$ cat config.mk
export PLATFORM = sky130hd
export DESIGN_NAME = scb_regs
export DESIGN_NICKNAME = d
export VERILOG_FILES = /design/src/hdl/scb_pkg.sv /design/src/hdl/scb_regs.sv /design/src/hdl/scb_irq.sv
export SDC_FILE = /design/constraint.sdc
export NUM_CORES = 1
export LEC_CHECK = 0
export BUFFER_PORTS_ARGS = -buffer_cell sky130_fd_sc_hd__buf_2
export CAP_MARGIN = 20
export CORE_UTILIZATION = 55
export CTS_BUF_LIST = sky130_fd_sc_hd__clkbuf_8
export DETAILED_ROUTE_END_ITERATION = 8
export GPL_TIMING_DRIVEN = 0
export MAX_ROUTING_LAYER = met4
export PLACE_DENSITY = 0.82
export RECOVER_POWER = 100
export SLEW_MARGIN = 20
export SYNTH_ARGS = -nofsm -noshare
export SYNTH_HDL_FRONTEND = slang
export SYNTH_HIERARCHICAL = 1
export SYNTH_SLANG_ARGS = --single-unit
$ cat constraint.sdc
create_clock -name core_clk -period 13.5 [get_ports core_clk]
set_clock_uncertainty 0.15 [all_clocks]
set_input_delay 2.7 -clock core_clk [delete_from_list [all_inputs] [get_ports core_clk]]
set_output_delay 2.7 -clock core_clk [all_outputs]
set_load 0.005 [all_outputs]
$ cat src/hdl/scb_pkg.sv
// shared constants for the system clock configuration register bank
package scb_pkg;

	// register entries held in the bank
	localparam int SCB_NREG = 12;
	localparam int SCB_NEVT = 3;

	// entry numbers
	localparam int SCB_E_LMASK_A = 0;
	localparam int SCB_E_LMASK_B = 1;
	localparam int SCB_E_LMASK_C = 2;
	localparam int SCB_E_PAD_MP  = 3;
	localparam int SCB_E_PAD_SER = 4;
	localparam int SCB_E_FBDIV   = 5;
	localparam int SCB_E_SYSCFG  = 6;
	localparam int SCB_E_FREQ0   = 7;
	localparam int SCB_E_FREQ1   = 8;
	localparam int SCB_E_FREQ2   = 9;
	localparam int SCB_E_FREQ3   = 10;
	localparam int SCB_E_IMASK   = 11;

	// register index; byte address is four times the index
	localparam logic [9:0] SCB_IDX_UPDATE = 10'h00f;
	localparam logic [9:0] SCB_IDX_STATUS = 10'h0f0;
	localparam logic [9:0] SCB_REG_IDX [SCB_NREG] = '{
		10'h11b, 10'h11c, 10'h11d, 10'h11e, 10'h11f, 10'h200,
		10'h201, 10'h202, 10'h203, 10'h204, 10'h205, 10'h0f1};

	// digital_loop_0 mask defaults, copied for digital_loop_3
	localparam logic [7:0] SCB_LOOP_MASK_A_RST = 8'h00;
	localparam logic [7:0] SCB_LOOP_MASK_B_RST = 8'h00;
	localparam logic [7:0] SCB_LOOP_MASK_C_RST = 8'h00;

	// writable bits; all others are reserved
	localparam logic [7:0] SCB_REG_WMASK [SCB_NREG] = '{
		8'hff, 8'hff, 8'hff, 8'hef, 8'h04, 8'hff,
		8'h0f, 8'hff, 8'hff, 8'hff, 8'h0f, 8'h07};

	localparam logic [7:0] SCB_REG_RST [SCB_NREG] = '{
		SCB_LOOP_MASK_A_RST, SCB_LOOP_MASK_B_RST, SCB_LOOP_MASK_C_RST,
		8'h00, 8'h00, 8'h00, 8'h08, 8'h00, 8'h00, 8'h00, 8'h00, 8'h00};

	// field positions
	localparam int SCB_SER_DRV_BIT  = 2;
	localparam int SCB_CRYSTAL_AMPLIFIER_BIT     = 3;
	localparam int SCB_PRESC_LSB    = 1;
	localparam int SCB_DOUBLER_BIT  = 0;
	localparam int SCB_FREQ3_W      = 4;

	// feedback divider legal range
	localparam logic [7:0] SCB_FBDIV_MIN = 8'h04;

	// update command value
	localparam logic [7:0] SCB_UPD_GO = 8'h01;

	// event bits
	localparam int SCB_EV_UPDATE = 0;
	localparam int SCB_EV_FBDIV  = 1;
	localparam int SCB_EV_RSVD   = 2;

	// avalon response codes
	localparam logic [1:0] SCB_RESP_OK     = 2'h0;
	localparam logic [1:0] SCB_RESP_DECERR = 2'h3;

	// prescaler codes
	typedef enum logic [1:0] {
		SCB_PRE_DIV1 = 2'b00,
		SCB_PRE_DIV2 = 2'b01,
		SCB_PRE_DIV4 = 2'b10,
		SCB_PRE_DIV8 = 2'b11
	} scb_presc_t;

endpackage

$ cat src/hdl/scb_regs.sv
// system clock configuration register bank with avalon-mm slave
//
// Function
// - three digital_loop_3 interrupt mask bytes with the digital_loop_0 layout.
// - each digital_loop_3 mask bit resets like its digital_loop_0 twin.
// - a multipurpose_pins drive bit of 0 (reset) gives high drive, 1 low.
// - bit 2 of the second pad register sets serial data pin drive alike.
// - the feedback divider is 8 bits, resets to zero, legal 4 to 255.
// - bit 3 enables the crystal_amplifier (reset), clear takes an oscillator.
// - the input_prescaler code 00/01/10/11 divides by 1/2/4/8, reset 00.
// - bit 0 enables the input_frequency_doubler, reset off, for 50% duty only.
// - reference frequency in hertz is 28 bits over four bytes, low byte first.
// the stability timer.
`timescale 1ns/1ps
module scb_regs
	import scb_pkg::*;
(
	input  wire logic        core_clk,
	input  wire logic        rst,
	input  wire logic [11:0] avs_address,
	input  wire logic        avs_read,
	input  wire logic        avs_write,
	input  wire logic [31:0] avs_writedata,
	input  wire logic [3:0]  avs_byteenable,
	output logic      [31:0] avs_readdata,
	output logic             avs_waitrequest,
	output logic      [1:0]  avs_response,
	output logic      [23:0] loop3_irq_mask,
	output logic      [7:0]  mp_drive_low,
	output logic             sdio_drive_low,
	output logic      [7:0]  pll_fb_div,
	output logic             crystal_amplifier_amp_en,
	output logic      [1:0]  prescale_code,
	output logic      [3:0]  prescale_ratio,
	output logic             doubler_en,
	output logic      [27:0] ref_freq_hz,
	output logic             stab_restart,
	output logic             irq
);

	// bus side
	logic                 wait_r;
	logic [31:0]          rdata_r;
	logic [1:0]           resp_r;
	logic [9:0]           idx;
	logic                 req;
	logic                 acc;
	logic                 wr_ok;
	logic                 hit_upd;
	logic                 hit_stat;
	logic [SCB_NREG-1:0]  hit;
	logic [7:0]           rd_nxt;
	logic [1:0]           resp_nxt;

	// storage
	logic [SCB_NREG*8-1:0] shadow_flat;
	logic                  upd_go;
	logic                  stab_r;
	logic [3:0]            ratio_r;

	// applied settings
	logic [23:0]           lmask_r;
	logic [7:0]            mp_drv_r;
	logic                  ser_drv_r;
	logic [7:0]            fbdiv_r;
	logic                  crystal_amplifier_r;
	logic [1:0]            presc_r;
	logic                  dbl_r;
	logic [27:0]           freq_r;

	// events
	logic [SCB_NEVT-1:0]   evt;
	logic [SCB_NEVT-1:0]   stat_clr;
	logic [SCB_NEVT-1:0]   status;
	logic                  rsvd_wr;
	logic [7:0]            imask;
	logic [7:0]            fbdiv_pend;

	// accept falls in the answer cycle, so a held request counts once
	assign idx      = avs_address[11:2];
	assign req      = avs_read | avs_write;
	assign acc      = ~wait_r & req;
	assign wr_ok    = acc & avs_write & avs_byteenable[0];
	// update and status sit outside the stored bank
	assign hit_upd  = (idx == SCB_IDX_UPDATE);
	assign hit_stat = (idx == SCB_IDX_STATUS);

	// update command
	assign upd_go = wr_ok & hit_upd & (avs_writedata[7:0] == SCB_UPD_GO);

	genvar g;
	generate
		for (g = 0; g < SCB_NREG; g++)
		begin : g_reg
			logic [7:0] sh_r;

			// entry match on the word index
			assign hit[g] = (idx == SCB_REG_IDX[g]);

			// written value; reserved bits forced to zero
			always_ff @(posedge core_clk or posedge rst)
			begin
				if (rst)
					sh_r <= SCB_REG_RST[g];
				else if (wr_ok && hit[g])
					sh_r <= avs_writedata[7:0] & SCB_REG_WMASK[g];
			end

			assign shadow_flat[g*8 +: 8] = sh_r;
		end
	endgenerate

	// read mux and decode
	always_comb
	begin
		rd_nxt   = 8'h00;
		resp_nxt = SCB_RESP_OK;
		if (hit_stat)
			rd_nxt = {{(8-SCB_NEVT){1'b0}}, status};
		else if (hit_upd)
			rd_nxt = 8'h00;
		else if (|hit)
		begin
			for (int i = 0; i < SCB_NREG; i++)
			begin
				if (hit[i])
					rd_nxt = shadow_flat[i*8 +: 8];
			end
		end
		else
			resp_nxt = SCB_RESP_DECERR;
	end

	// one wait cycle, answer stands for the accepting edge
	always_ff @(posedge core_clk or posedge rst)
	begin
		if (rst)
			wait_r <= 1'b1;
		else if (wait_r && req)
			wait_r <= 1'b0;
		else
			wait_r <= 1'b1;
	end

	always_ff @(posedge core_clk or posedge rst)
	begin
		if (rst)
			rdata_r <= 32'h0000_0000;
		else if (wait_r && avs_read)
			rdata_r <= {24'h00_0000, rd_nxt};
		else if (!wait_r)
			rdata_r <= 32'h0000_0000;
	end

	always_ff @(posedge core_clk or posedge rst)
	begin
		if (rst)
			resp_r <= SCB_RESP_OK;
		else if (wait_r && req)
			resp_r <= resp_nxt;
		else if (!wait_r)
			resp_r <= SCB_RESP_OK;
	end

	assign avs_readdata    = rdata_r;
	assign avs_waitrequest = wait_r;
	assign avs_response    = resp_r;

	// reading status clears only the bits that were returned
	always_comb
	begin
		stat_clr = '0;
		if (acc && avs_read && hit_stat)
			stat_clr = rdata_r[SCB_NEVT-1:0];
	end

	// write that tried to set a reserved bit
	always_comb
	begin
		rsvd_wr = 1'b0;
		for (int i = 0; i < SCB_NREG; i++)
		begin
			if (hit[i] && ((avs_writedata[7:0] & ~SCB_REG_WMASK[i]) != 8'h00))
				rsvd_wr = wr_ok;
		end
	end

	// events: update applied, divider below range, reserved write
	assign fbdiv_pend = shadow_flat[SCB_E_FBDIV*8 +: 8];

	always_comb
	begin
		evt                = '0;
		evt[SCB_EV_UPDATE] = upd_go;
		evt[SCB_EV_FBDIV]  = upd_go & (fbdiv_pend < SCB_FBDIV_MIN);
		evt[SCB_EV_RSVD]   = rsvd_wr;
	end

	// mask acts at once, it does not wait for the update command
	assign imask = shadow_flat[SCB_E_IMASK*8 +: 8];

	scb_irq u_irq
	(
		.core_clk (core_clk),
		.rst      (rst),
		.evt      (evt),
		.clr      (stat_clr),
		.mask     (imask[SCB_NEVT-1:0]),
		.status   (status),
		.irq      (irq)
	);

	// stability timer restart pulse
	always_ff @(posedge core_clk or posedge rst)
	begin
		if (rst)
			stab_r <= 1'b0;
		else
			stab_r <= upd_go;
	end

	assign stab_restart = stab_r;

	// division ratio of the applied prescaler code
	always_ff @(posedge core_clk or posedge rst)
	begin
		if (rst)
			ratio_r <= 4'h1;
		else
		begin
			case (scb_presc_t'(presc_r))
				SCB_PRE_DIV1: ratio_r <= 4'h1;
				SCB_PRE_DIV2: ratio_r <= 4'h2;
				SCB_PRE_DIV4: ratio_r <= 4'h4;
				SCB_PRE_DIV8: ratio_r <= 4'h8;
				default:      ratio_r <= 4'h1;
			endcase
		end
	end

	assign prescale_ratio = ratio_r;

	// applied settings, copied from the shadow bytes on update
	// so a half-written set never reaches the clock front end
	always_ff @(posedge core_clk or posedge rst)
	begin
		if (rst)
			lmask_r <= {SCB_REG_RST[SCB_E_LMASK_C],
				SCB_REG_RST[SCB_E_LMASK_B],
				SCB_REG_RST[SCB_E_LMASK_A]};
		else if (upd_go)
			lmask_r <= shadow_flat[SCB_E_LMASK_A*8 +: 24];
	end

	// multipurpose_pins drive, 1 selects low drive
	always_ff @(posedge core_clk or posedge rst)
	begin
		if (rst)
			mp_drv_r <= SCB_REG_RST[SCB_E_PAD_MP];
		else if (upd_go)
			mp_drv_r <= shadow_flat[SCB_E_PAD_MP*8 +: 8];
	end

	// serial data pin drive, same encoding
	always_ff @(posedge core_clk or posedge rst)
	begin
		if (rst)
			ser_drv_r <=
				SCB_REG_RST[SCB_E_PAD_SER][SCB_SER_DRV_BIT];
		else if (upd_go)
			ser_drv_r <=
				shadow_flat[SCB_E_PAD_SER*8 + SCB_SER_DRV_BIT];
	end

	// feedback divider; an out-of-range value is still applied
	// and only flagged in status
	always_ff @(posedge core_clk or posedge rst)
	begin
		if (rst)
			fbdiv_r <= SCB_REG_RST[SCB_E_FBDIV];
		else if (upd_go)
			fbdiv_r <= shadow_flat[SCB_E_FBDIV*8 +: 8];
	end

	// crystal_amplifier enable
	always_ff @(posedge core_clk or posedge rst)
	begin
		if (rst)
			crystal_amplifier_r <= SCB_REG_RST[SCB_E_SYSCFG][SCB_CRYSTAL_AMPLIFIER_BIT];
		else if (upd_go)
			crystal_amplifier_r <= shadow_flat[SCB_E_SYSCFG*8 + SCB_CRYSTAL_AMPLIFIER_BIT];
	end

	// input_prescaler code
	// ratio output follows one cycle later
	always_ff @(posedge core_clk or posedge rst)
	begin
		if (rst)
			presc_r <=
				SCB_REG_RST[SCB_E_SYSCFG][SCB_PRESC_LSB +: 2];
		else if (upd_go)
			presc_r <=
				shadow_flat[SCB_E_SYSCFG*8 + SCB_PRESC_LSB +: 2];
	end

	// input_frequency_doubler enable
	always_ff @(posedge core_clk or posedge rst)
	begin
		if (rst)
			dbl_r <= SCB_REG_RST[SCB_E_SYSCFG][SCB_DOUBLER_BIT];
		else if (upd_go)
			dbl_r <= shadow_flat[SCB_E_SYSCFG*8 + SCB_DOUBLER_BIT];
	end

	// reference frequency; the top byte keeps bits 3:0 only
	// all four bytes move together, so the value never tears
	always_ff @(posedge core_clk or posedge rst)
	begin
		if (rst)
			freq_r <= {SCB_REG_RST[SCB_E_FREQ3][SCB_FREQ3_W-1:0],
				SCB_REG_RST[SCB_E_FREQ2],
				SCB_REG_RST[SCB_E_FREQ1],
				SCB_REG_RST[SCB_E_FREQ0]};
		else if (upd_go)
			freq_r <= {shadow_flat[SCB_E_FREQ3*8 +: SCB_FREQ3_W],
				shadow_flat[SCB_E_FREQ2*8 +: 8],
				shadow_flat[SCB_E_FREQ1*8 +: 8],
				shadow_flat[SCB_E_FREQ0*8 +: 8]};
	end

	// applied settings out to the clock front end
	assign loop3_irq_mask = lmask_r;
	assign mp_drive_low   = mp_drv_r;
	assign sdio_drive_low = ser_drv_r;
	assign pll_fb_div     = fbdiv_r;
	assign crystal_amplifier_amp_en    = crystal_amplifier_r;
	assign prescale_code  = presc_r;
	assign doubler_en     = dbl_r;
	assign ref_freq_hz    = freq_r;

endmodule

$ cat src/hdl/scb_irq.sv
// sticky event status, mask gating and level interrupt
`timescale 1ns/1ps
module scb_irq
	import scb_pkg::*;
(
	input  wire logic                core_clk,
	input  wire logic                rst,
	input  wire logic [SCB_NEVT-1:0] evt,
	input  wire logic [SCB_NEVT-1:0] clr,
	input  wire logic [SCB_NEVT-1:0] mask,
	output logic      [SCB_NEVT-1:0] status,
	output logic                     irq
);

	logic [SCB_NEVT-1:0] status_r;
	logic                irq_r;

	genvar g;
	generate
		for (g = 0; g < SCB_NEVT; g++)
		begin : g_bit
			// set wins over a read clear in the same cycle
			always_ff @(posedge core_clk or posedge rst)
			begin
				if (rst)
					status_r[g] <= 1'b0;
				else if (evt[g])
					status_r[g] <= 1'b1;
				else if (clr[g])
					status_r[g] <= 1'b0;
			end
		end
	endgenerate

	always_ff @(posedge core_clk or posedge rst)
	begin
		if (rst)
			irq_r <= 1'b0;
		else
			irq_r <= |(status_r & mask);
	end

	assign status = status_r;
	assign irq    = irq_r;

endmodule

==> results by group <==
Timing
  – RSZ-0062 raised after global routing: no
  – Period minus WS final: around 6.2 ns
  – Fin. Hold Viols: 0
  – Slew HR: -107%
  – Final Slew Violations: 78
  – Max Clk Rate: about 160 MHz
  – Final Setup Violations: 0
  – Fin Hold WS: roughly 0.34 ns
  – Tcrit/Tclk final: 45.9%
  – Fin Setup TNS: 0 ns
  – Setup WS post-layout: approximately 7.3 ns
  – Worst-margin pin slew: 3.08 ns

Placement
  – DP HPWL: ~16,000 µm
  – Post-Place Worst Slack: 7.88 ns
  – I/O Buffers: 111
  – Routability cong.: 0.934

Critical path
  – Crit path from: avs_writedata[4]
  – Critical path class: input pin to register
  – CP peak stage delay: 0.71 ns
  – Crit start category: input pin
  – WP data required: between 10 and 15 ns
  – CP bufs+invs: 3
  – CP Capture Type: register
  – Most used cell, CP: clkbuf_1
  – R2R setup slack: 9.55 ns
  – Largest delay share family, worst path: simple AND/OR/NAND/NOR gates
  – Arrival time worst endpoint: 6.40 ns
  – Worst reg2reg startpoint: avs_waitrequest
  – Slowest cell on crit path: nor2_1
  – CP max FO: 10
  – Crit-path cells: clkbuf_1 -> or4_1 -> or4_1 -> nor2_1 -> clkbuf_1 -> clkbuf_1 -> mux2_1

Floorplan
  – Initial Util: 57.2%
  – Io pins: 166
  – Die width: about 120 µm
  – Die Y: 120 µm
  – # rows: 42
  – Core ar.: roughly 13,000 µm²
  – Die Area: 14,500 µm²

CTS
  – # H-tree levels: 4
  – CTS tree: done
  – Clk Tree Root Cell: clkbuf_8
  – Clk Latency, worst-skew pair: 0.48 ns
  – Post-CTS Setup Bufs: 0
  – Total CTS buffers: 17
  – Longest Clk Path Bufs: 2
  – Clock transition at path regs: 0.09 ns
  – Cts hold-fix bufs: 0
  – Clock sink total: between 150 and 200
  – Post-CTS sizing: 0

Routing
  – WL/cell: 23.2 µm
  – Detailed-route wire length: 22,200 µm
  – Initial drt markers: 430
  – Via count: 5,663
  – Final ANT Viol Nets: 0
  – Drt pass-1 iters: 4
  – Metal2 WL: ~11,000 µm
  – Vias per cell: 5.92
  – DR DRC count: 0
  – DR top layer: met4
  – Met3 Wirelength: 1260 µm
  – Wl on met1: 9700 µm

Synthesis
  – Post-Synthesis Cells: ~600
  – Seq/Total Area, Yosys: 54.1%
  – Yosys cell types: 65
  – Post-synth EDFFs: 0
  – Synth area leaders: dfrtp_1 (53%), mux2_2 (20%), buf_4 (3.0%)
  – Yosys warning total: 6
  – Most area-hungry cell type in the Yosys netlist: dfrtp_1
  – Share of the synthesized area in the top cell type: a little over half
  – Cell area after synthesis: 7690 µm²
  – Flops & latches, synth: 166
  – Syn_area_per_cell: 12.6 µm²
  – Async set-reset flop share out of synthesis: 100%
  – Ys flop type: dfrtp_1

Cells and area
  – Area growth syn-to-layout: 14.8%
  – Layout cells sized above 1: between 30% and 40%
  – Final Util: 65.6%
  – Nets: 819
  – ANT cells: 0

Pwr
  – Tot Pwr: 935 µW
  – Peak supply drop: 72.0 µV
  – Lkg Pwr: 0.00446 µW
  – PD cells: around 110 nW/µm²

Outcome
  – Status: complete, but fails checks
  – Failing checks: max-capacitance violations, max-slew violations

Global routing
  – Pin count of the biggest net entering global routing: 95
  – Grt ovf: 0
  – Vias in the first global route: 5,518
  – Total GRT Usage: 33.4%
  – Initial antenna violation count: 0
  – First-pass GRT wire length: 33,900 µm

Min path
  – Hold/Removal Path Class: register to register
  – Hold Path Origin: prescale_code[0]

Run
  – Max_cap viols: 2
-- final cells by class --
class                           count  area (µm²)
Inverter                           16        61.3
Multi-Input combinational cell    398        3130
Tap cell                          176         220
Fill cell                        1091        4630
Sequential cell                   166        4160
Clock inverter                     15         184
Timing Repair Buffer              112         528
Clock buffer                       17         234
Buffer                             56         308
-- kinds of logic (layout without fill, tap and decap cells) --
family | count (synthesis) | in the layout | share of synthesized area [%]
flops | 166 | 166 | 54.1
other cells | 1 | 25 | 0.0488
compound gates | 84 | 84 | 7.76
buf+inv | 72 | 216 | 5.35
simple gates | 140 | 140 | 10.5
mux | 149 | 149 | 22.3
-- stage by stage --
stage / instance area (µm²) / instances
2_1_floorplan: 7780 / 636
3_3_place_gp: 8560 / 923
3_5_place_dp: 8590 / 924
4_1_cts: 9010 / 956
5_1_grt: 8830 / 956
6_report: 8830 / 956
-- Yosys cell counts, types with 4 or more instances --
cell type and instances:
dfrtp_1 162, mux2_2 137, a31o_2 4, o221ai_1 4, a21oi_1 10, buf_4 31
nor2b_1 10, mux2_4 10, o22ai_1 7, o21ai_0 15, o211ai_1 4, nand3_1 12
a31oi_1 7, inv_1 16, nand4_1 10, and4_1 4, nand3b_1 5, or2_2 4
and2_1 4, dfstp_2 4, nor3_1 13, nand2_1 24, a32o_1 5, nor2_1 22
clkbuf_1 19
-- worst reg2reg max path, delay by kind of cell (launching register included) --
kind / cells / cell delay (ns)
and+or+nand+nor: 3 / 1.83
buffers and inverters: 2 / 1.02
DFF: 1 / 0.45
muxes: 1 / 0.39
-- state kept, by name (all words and copies together), names as in the netlist --
name and cells:
sdio_drive_low 1, stab_restart 1, loop3_irq_mask 24, g.sh_r 67, avs_readdata 8, u_irq/status 3
prescale_ratio 4, avs_response 1, doubler_en 1, fbdiv_pend 8, prescale_code 2, pll_fb_div 8
avs_waitrequest 1, ref_freq_hz 28, mp_drive_low 7, crystal_amplifier_amp_en 1, u_irq/irq 1
-- final timing paths --
check	end	cells after the start
worst max-delay path	loop3_irq_mask[0]	7
worst min-delay path	prescale_ratio[0]	1
worst max register to register	loop3_irq_mask[0]	6
worst min register to register	prescale_ratio[0]	1
max in group asynchronous	ref_freq_hz[0]	2
min in group asynchronous	u_irq/status[2]	2
-- cell usage in the layout (no fill, tap or decap), drive strengths merged, types with 7 or more instances in the layout --
cell    netlist  routed
nor2b        10      10
nor3         15      15
nand2        27      27
nand3        12      12
clkbuf       19      89
inv          16      22
a31oi         7       7
o22ai         7       7
buf          37      96
mux2        147     147
conb          1      25
nor2         23      23
dfrtp       162     162
nand4        10      10
a21oi        10      10
o21ai        15      15
-- where the power goes --
| part | switching (µW) | total, µW | internal, µW | leakage [µW] |
|---|---|---|---|---|
| sequential | 2.19 | 501 | 499 | 0.00229 |
| clock | 203 | 375 | 172 | 0.000205 |
| combinational | 41.5 | 59.1 | 17.6 | 0.00196 |
-- metal layers --
layer  up-vias  track usage [%]
met2       232             52.3
met1      2890             44.4
met3        35             6.27
met4         0             11.0
li1       2506                -
met5         -                -
Note: power is estimated with default switching activity, not from simulation.
